File: src/ptb_pkg.sv
/*
  package for the program-counter trace buffer control block: register
  offsets, field positions, reset values and the carrier structs.
  assumes an apb slave port on a 32-bit data bus and one system clock.
*/
`default_nettype none

package ptb_pkg;
  // ----------------------------------------------------------------
  // register map
  // ----------------------------------------------------------------
  // printed offsets are not all multiples of four, so they are indexes
  localparam logic [23:0] CTRL_INDEX = 24'hffe013;
  localparam logic [23:0] PTR_INDEX = 24'hffe014;
  localparam logic [25:0] CTRL_ADDR = {CTRL_INDEX, 2'h0};
  localparam logic [25:0] PTR_ADDR = {PTR_INDEX, 2'h0};
  localparam int ADDR_W = 26;

  // ----------------------------------------------------------------
  // fields
  // ----------------------------------------------------------------
  localparam int CTRL_ON_BIT = 7;
  localparam int CTRL_SEL_LSB = 0;
  localparam int SEL_W = 3;
  localparam int PTR_W = 24;
  localparam int PTR_LSB = 2;
  localparam logic [SEL_W-1:0] SEL_RESET = 3'h0;
  localparam logic TRACE_ON_RESET = 1'b0;
  // smallest buffer is 128 bytes: 2^7
  localparam int SIZE_BASE_LOG2 = 7;
  localparam logic [PTR_W-1:0] EVENT_BYTES = 24'h000008;
  // pointer reset value is undefined in hardware; this is a plain default
  localparam logic [PTR_W-1:0] PTR_RESET = 24'h000000;

  // ----------------------------------------------------------------
  // carriers
  // ----------------------------------------------------------------
  typedef struct packed {
    logic [ADDR_W-1:0] paddr;
    logic psel;
    logic penable;
    logic pwrite;
    logic [31:0] pwdata;
  } ptb_apb_req_s;

  typedef struct packed {
    logic [31:0] prdata;
    logic pready;
    logic pslverr;
  } ptb_apb_rsp_s;

  typedef struct packed {
    logic valid;
    logic [PTR_W-1:0] addr;
    logic [63:0] data;
  } ptb_store_s;
endpackage

`default_nettype wire

File: src/ptb_trace_ctrl.sv
/*
  program-counter trace buffer control: control and pointer registers on
  apb, and the store request that writes each trace event to memory.
  assumes the memory side accepts a store with store_ready and that
  trace events hold event_valid until event_ready on the system clock.
*/
// The implementer's own choice: the APB register port.
`default_nettype none

module ptb_trace_ctrl (
  input wire logic clk,
  input wire logic reset,
  input wire ptb_pkg::ptb_apb_req_s apb_req,
  output ptb_pkg::ptb_apb_rsp_s apb_rsp,
  input wire logic event_valid,
  input wire logic [63:0] event_data,
  output logic event_ready,
  output ptb_pkg::ptb_store_s store,
  input wire logic store_ready,
  output logic trace_on
);

  // ----------------------------------------------------------------
  // state
  // ----------------------------------------------------------------
  typedef enum logic {ST_IDLE, ST_STORE} ptb_state_e;

  ptb_state_e state_r, state_nxt;
  logic trace_on_r;
  logic [ptb_pkg::SEL_W-1:0] size_sel_r;
  logic [ptb_pkg::PTR_W-1:ptb_pkg::PTR_LSB] ptr_r, ptr_nxt;
  logic [ptb_pkg::PTR_W-1:0] store_addr_r;
  logic [63:0] store_data_r;
  logic [31:0] prdata_r;

  // wrap mask: ones over the offset bits inside the selected buffer
  function automatic logic [ptb_pkg::PTR_W-1:0] size_mask(
    input logic [ptb_pkg::SEL_W-1:0] sel
  );
    logic [ptb_pkg::PTR_W-1:0] one;
    one = 24'h000001;
    size_mask = (one << (ptb_pkg::SIZE_BASE_LOG2 + int'(sel))) - one;
  endfunction

  // ----------------------------------------------------------------
  // apb decode
  // ----------------------------------------------------------------
  wire logic access = apb_req.psel & apb_req.penable;
  wire logic wr = access & apb_req.pwrite;
  wire logic hit_ctrl = apb_req.paddr == ptb_pkg::CTRL_ADDR;
  wire logic hit_ptr = apb_req.paddr == ptb_pkg::PTR_ADDR;
  wire logic unmapped = ~(hit_ctrl | hit_ptr);
  wire logic wr_ctrl = wr & hit_ctrl;
  wire logic wr_ptr = wr & hit_ptr;
  wire logic [31:0] ctrl_view = {24'h000000, trace_on_r, 4'h0, size_sel_r};
  wire logic [31:0] ptr_view = {8'h00, ptr_r, 2'h0};
  wire logic [31:0] rd_mux = hit_ctrl ? ctrl_view : (hit_ptr ? ptr_view : 32'h00000000);

  // zero-wait slave; unmapped addresses answer with pslverr
  assign apb_rsp.pready = 1'b1;
  assign apb_rsp.pslverr = access & unmapped;
  assign apb_rsp.prdata = prdata_r;

  always_ff @(posedge clk) begin
    if (reset) begin
      prdata_r <= 32'h00000000;
    end else if (apb_req.psel & ~apb_req.penable & ~apb_req.pwrite) begin
      prdata_r <= rd_mux;
    end
  end

  // ----------------------------------------------------------------
  // control register
  // ----------------------------------------------------------------
  always_ff @(posedge clk) begin
    if (reset) begin
      trace_on_r <= ptb_pkg::TRACE_ON_RESET;
      size_sel_r <= ptb_pkg::SEL_RESET;
    end else if (wr_ctrl) begin
      trace_on_r <= apb_req.pwdata[ptb_pkg::CTRL_ON_BIT];
      size_sel_r <= apb_req.pwdata[ptb_pkg::CTRL_SEL_LSB +: ptb_pkg::SEL_W];
    end
  end

  assign trace_on = trace_on_r;

  // ----------------------------------------------------------------
  // event capture and store
  // ----------------------------------------------------------------
  // one event in flight: new events wait on event_ready rather than queue
  wire logic take = event_valid & event_ready;
  assign event_ready = trace_on_r & (state_r == ST_IDLE);

  wire logic [ptb_pkg::PTR_W-1:0] cur_ptr = {ptr_r, 2'h0};
  wire logic [ptb_pkg::PTR_W-1:0] wmask = size_mask(size_sel_r);
  wire logic [ptb_pkg::PTR_W-1:0] inc_ptr = cur_ptr + ptb_pkg::EVENT_BYTES;
  wire logic [ptb_pkg::PTR_W-1:0] wrap_ptr = (cur_ptr & ~wmask) | (inc_ptr & wmask);
  wire logic store_done = (state_r == ST_STORE) & store_ready;

  always_comb begin
    state_nxt = state_r;
    case (state_r)
      ST_IDLE: begin
        if (take) begin
          state_nxt = ST_STORE;
        end
      end
      ST_STORE: begin
        if (store_ready) begin
          state_nxt = ST_IDLE;
        end
      end
      default: begin
        state_nxt = ST_IDLE;
      end
    endcase
  end

  // a software write to the pointer wins over the advance it collides with
  always_comb begin
    ptr_nxt = ptr_r;
    if (wr_ptr) begin
      ptr_nxt = apb_req.pwdata[ptb_pkg::PTR_W-1:ptb_pkg::PTR_LSB];
    end else if (store_done) begin
      ptr_nxt = wrap_ptr[ptb_pkg::PTR_W-1:ptb_pkg::PTR_LSB];
    end
  end

  always_ff @(posedge clk) begin
    if (reset) begin
      state_r <= ST_IDLE;
      ptr_r <= ptb_pkg::PTR_RESET[ptb_pkg::PTR_W-1:ptb_pkg::PTR_LSB];
    end else begin
      state_r <= state_nxt;
      ptr_r <= ptr_nxt;
    end
  end

  always_ff @(posedge clk) begin
    if (reset) begin
      store_addr_r <= 24'h000000;
      store_data_r <= 64'h0000000000000000;
    end else if (take) begin
      store_addr_r <= cur_ptr;
      store_data_r <= event_data;
    end
  end

  assign store.valid = state_r == ST_STORE;
  assign store.addr = store_addr_r;
  assign store.data = store_data_r;

  // ----------------------------------------------------------------
  // shadow pointer and pending count
  // ----------------------------------------------------------------
  // an independent model of the pointer: the window is worked out from the
  // byte size directly rather than through the wrap mask function
  logic [ptb_pkg::PTR_W-1:0] chk_ptr_r;
  logic [1:0] chk_pend_r;
  wire logic [ptb_pkg::PTR_W-1:0] chk_win = 24'h000080 << size_sel_r;
  wire logic [ptb_pkg::PTR_W-1:0] chk_base = chk_ptr_r & ~(chk_win - 24'h000001);
  wire logic [ptb_pkg::PTR_W-1:0] chk_off = chk_ptr_r - chk_base + 24'h000008;
  wire logic [ptb_pkg::PTR_W-1:0] chk_next = (chk_off == chk_win) ? chk_base :
      chk_base + chk_off;

  always_ff @(posedge clk) begin
    if (reset) begin
      chk_ptr_r <= ptb_pkg::PTR_RESET;
    end else if (wr_ptr) begin
      chk_ptr_r <= {apb_req.pwdata[ptb_pkg::PTR_W-1:ptb_pkg::PTR_LSB], 2'h0};
    end else if (store_done) begin
      chk_ptr_r <= chk_next;
    end
  end

  // events taken minus stores accepted; more than one would mean a lost store
  always_ff @(posedge clk) begin
    if (reset) begin
      chk_pend_r <= 2'h0;
    end else if (take && !store_done) begin
      chk_pend_r <= chk_pend_r + 2'h1;
    end else if (store_done && !take) begin
      chk_pend_r <= chk_pend_r - 2'h1;
    end
  end
endmodule // ptb_trace_ctrl

`default_nettype wire

File: config.mk
export PLATFORM = sky130hd
export DESIGN_NAME = ptb_trace_ctrl
export DESIGN_NICKNAME = d
export VERILOG_FILES = /design/src/ptb_pkg.sv /design/src/ptb_trace_ctrl.sv
export SDC_FILE = /design/constraint.sdc
export NUM_CORES = 1
export LEC_CHECK = 0
export ABC_CLOCK_PERIOD_IN_PS = 2400
export BUFFER_PORTS_ARGS = -buffer_cell sky130_fd_sc_hd__buf_2
export CORE_MARGIN = 2
export CORE_UTILIZATION = 46
export DETAILED_ROUTE_END_ITERATION = 16
export PLACE_DENSITY = 0.87
export RECOVER_POWER = 25
export SYNTH_ARGS = -nofsm -noshare
export SYNTH_HDL_FRONTEND = slang
export SYNTH_SLANG_ARGS = --single-unit
File: constraint.sdc
create_clock -name clk -period 2.4 [get_ports clk]
set_input_delay 0.12 -clock clk [delete_from_list [all_inputs] [get_ports clk]]
set_output_delay 0.12 -clock clk [all_outputs]
set_load 0.005 [all_outputs]
* Yosys cells after proc, flatten, opt, wreduce, memory -nomap -nowiden
Cells that the tools add are included.
Word-level totals: output and inout bits 125, word-level logic and storage cells 40, register bits 145
Operators by class: add/sub/neg operators 3, reductions and logical operators 1, shift operators 1, eq/ne operators 2, bitwise logic cells 19, mux-type cells 7
Operator list (number):
- 26-bit equality test, second input constant | 2
- 24-bit AND | 2
- 24-bit two-way mux | 2
- 22-bit two-way mux | 2
- 24-bit by 4-bit adder with 24-bit output, second input constant | 1
- 24-bit NOT | 1
- 24-bit OR | 1
- 1-bit by 4-bit << shifter with 24-bit output, first input constant | 1
- 24-bit by 1-bit subtractor with 24-bit output, second input constant | 1
- 1-bit AND | 10
- 3-bit by 3-bit adder with 4-bit output, first input constant | 1
- 1-bit NOT | 4
- 1-bit two-way mux | 2
- 1-bit case mux with 2 select lines | 1
- 2-bit nonzero test | 1
- 1-bit OR | 1

* Longest topological paths before layout
depth in word-level cells 8, mapped depth 7

* Least setup slack after synthesis
No wires, ideal clock.
kind input to register, start point input port apb_req[36] in the netlist's numbering, end point register with a tool-made name, stages on the path 6, buffers on the path 2, arrival 1831 ps, path slack 436 ps, cell sequence or4b_1 -> or4_4 -> buf_6 -> clkbuf_1 -> o31ai_1 -> a21oi_1
RTL lines:
- start, declared | line ptb_trace_ctrl.sv:13 | input wire ptb_pkg::ptb_apb_req_s apb_req,

==> metrics.md <==
| Metric | Value |
|---|---|
| DRT iter0 DRCs | 521 |
| VDD IR max | 0.000639 V |
| RSZ-0062 raised after global routing | no |
| Yosys warnings | 0 |
| IO buf count | 234 |
| Synth area leader | dfxtp_1 |
| Post-CTS Resized | 0 |
| Post-synth top area share | 53.2% |
| CP arrival | 2000 ps |
| Fill cell count | 797 |
| WL/cell | 17.2 um |
| Most frequent cell after synthesis | nand2_1 |
| Final worst setup slack | 276 ps |
| Cells after DPL | 958 |
| Maxcap violations | 0 |
| CP endpoint kind | output pin |
| Sinks on Clock Net | 137 |
| DP HPWL | 10300 um |
| Multi-input logic area | 2190 um^2 |
| TritonCTS buffer count | 17 |
| Worst hold slack | 9.12 ps |
| Post-synth top cells | nand2_1, dfxtp_1, a21oi_1 |
| Largest net degree at the start of global routing | 76 |
| CP Max Fanout | 11 |
| Leak Pwr | 3.20 nW |
| Sum of negative setup slack | 0 ps |
| Slew Limit Fails | 0 |
| Die area | 12100 um^2 |
| Vias per cell | 5.45 |
| Max Freq | 471 MHz |
| Slew Limit Headroom | 46.7% |
| Detailed Routing Iterations Pass 1 | 5 |
| # IOs | 254 |
| Top post-synthesis cells by area | dfxtp_1, nand2_1, a21oi_1 |
| Post-route insts no fill | 1080 |
| Fin crit period | 2120 ps |
| Clock Latency Late Sink | 520 ps |
| Min-Delay Path Class | in -> reg |
| Antenna violations before repair | 1 |
| Core ar. | 10900 um^2 |
| Switching share of power | 21.8% |
| Drt drc | 0 |
| Worst Max-Slew Pin Slew | 800 ps |
| Vias | 5888 |
| Sequential share of power | 43.6% |
| Power per Cell Area | 666 nW/um^2 |
| Clock-pin slew on the worst setup and hold paths | 60 ps |
| Switching power total | 1.14 mW |
| Crit path kind | in -> out |
| # setup viols final | 0 |
| Die height | 110 um |
| Post-synthesis sequential area ratio | 53.2% |
| Pre-CTS WS | 155 ps |
| Top FF cell, synth | dfxtp_1 |
| First-pass GRT wire length | 28200 um |
| Library cells used by synthesis | 42 |
| Die width | 110 um |
| Avg Cell Area, Syn | 8.34 um^2 |
| Data required, critical path | 2280 ps |
| H-tree Lvls | 4 |
| Cell Int Power | 4.08 mW |
| Final cycle utilization of the critical path | 88.5% |
| Final WL | 18600 um |
| EDFF count, synth | 0 |
| Row cnt | 38 |
| Nets | 1056 |
| Root Buffer | clkbuf_8 |
| RePlAce Congestion | 0.862 |
| Comb power frac | 5.7% |
| Share of layout cells above drive strength 1 | 24.8% |
| Async SR Flop Fraction | 0% |
| Status | finished clean |
| Bufs on Longest Clock Path | 2 |
| Antenna Nets Post-Route | 0 |
| Post-Syn Area | 5150 um^2 |
| Total track usage | 30.3% |
| TritonCTS clock tree | built |
| Vias in the first global route | 5889 |
| Fin. Hold Viols | 0 |
| Hold buffers post-CTS | 89 |
| Total overflow reported by the global router | 0 |
| Initial Utilization | 47.3% |
| Mapped Cells | 618 |
| #FFs+latches synth | 137 |
| Sequential Area | 2740 um^2 |
| Startpoint types | input port |
| Clock share of power | 50.7% |
| # Post-CTS Setup Buffers | 0 |
| Skew final | 11.3 ps |
| Area delta synth->final | 52.0% |
## cells by family (layout without fill, tap and decap cells)
family	after synthesis	count (layout)	share of synthesized area [%]
mux	1	1	0.194
compound gates	167	167	18.8
other cells	2	12	0.146
xor+xnor	9	9	1.53
flops	137	137	53.2
simple gates	242	242	20.4
buf+inv	59	371	5.46
fa+ha+maj	1	1	0.243
## metrics by stage
stage          utilization (%)  instance area (um^2)  power (mW)
4_1_cts                   72.5                  7900        5.20
3_3_place_gp              58.8                  6410        2.49
5_1_grt                   71.9                  7830        5.38
3_5_place_dp              58.8                  6410        2.49
2_1_floorplan                -                  5190        2.39
6_report                  71.9                  7830        5.22
## path summary, 6_finish.rpt
kind	startpoint	end	slack (ps)	depth (start not counted)
hold reg to reg	store_data_r[1]	store_data_r[1]	450	2
setup reg to reg	trace_on	store_addr_r[9]	470	5
hold / removal	reset	size_sel_r[2]	9	2
setup / recovery	apb_req[36]	apb_rsp[0]	280	5
## cell type report
class / instances / area share (%)
Clock buffer: 20 / 5.56
Timing Repair Buffer: 338 / 27.1
Sequential cell: 137 / 35.0
Clock inverter: 12 / 2.09
Multi-Input combinational cell: 431 / 27.9
Inverter: 1 / 0.0479
Tap cell: 140 / 2.24
Antenna cell: 1 / 0.0319
## cell usage in the layout, fill, tap and decap left out, types with 3 or more instances in the layout
cell,instances
dlygate4sd3_1,89
a211oi_1,4
dfxtp_1,137
nor3_1,6
xnor2_1,4
xor2_1,5
buf_2,181
nand2_1,180
nand4_1,6
a22o_1,20
clkinv_4,3
buf_4,15
bufinv_16,3
conb_1,11
clkbuf_16,16
nand3_1,22
o31ai_1,9
and4_1,3
clkbuf_1,54
nor2_1,5
nor4_1,3
o21ai_0,15
a21oi_1,109
inv_6,4
## routing by layer
| metal | vias up | share of wire, % | routed length [um] | track usage, % |
|---|---|---|---|---|
| met5 | - | 0 | 0 | 0 |
| li1 | 2720 | - | - | - |
| met3 | 73 | 9.0 | 1680 | 9.90 |
| met4 | 0 | 4.5 | 831 | 17.2 |
| met1 | 2745 | 37 | 6930 | 33.5 |
| met2 | 350 | 49 | 9170 | 51.0 |
## power groups by stage
| stage | logic (mW) | registers (mW) | clock network [mW] |
|---|---|---|---|
| floorplan | 0.0646 | 2.32 | 0 |
| global placement | 0.167 | 2.32 | 0 |
| detailed placement | 0.168 | 2.32 | 0 |
| CTS | 0.281 | 2.27 | 2.65 |
| global route | 0.315 | 2.27 | 2.79 |
| finish | 0.299 | 2.27 | 2.64 |
## worst max-delay path, cell delays in order
cell,delay [ps]
buf_2,110
or4b_1,600
or4_4,660
o311a_1,380
buf_2,130
Note: power is estimated with default switching activity, not from simulation.
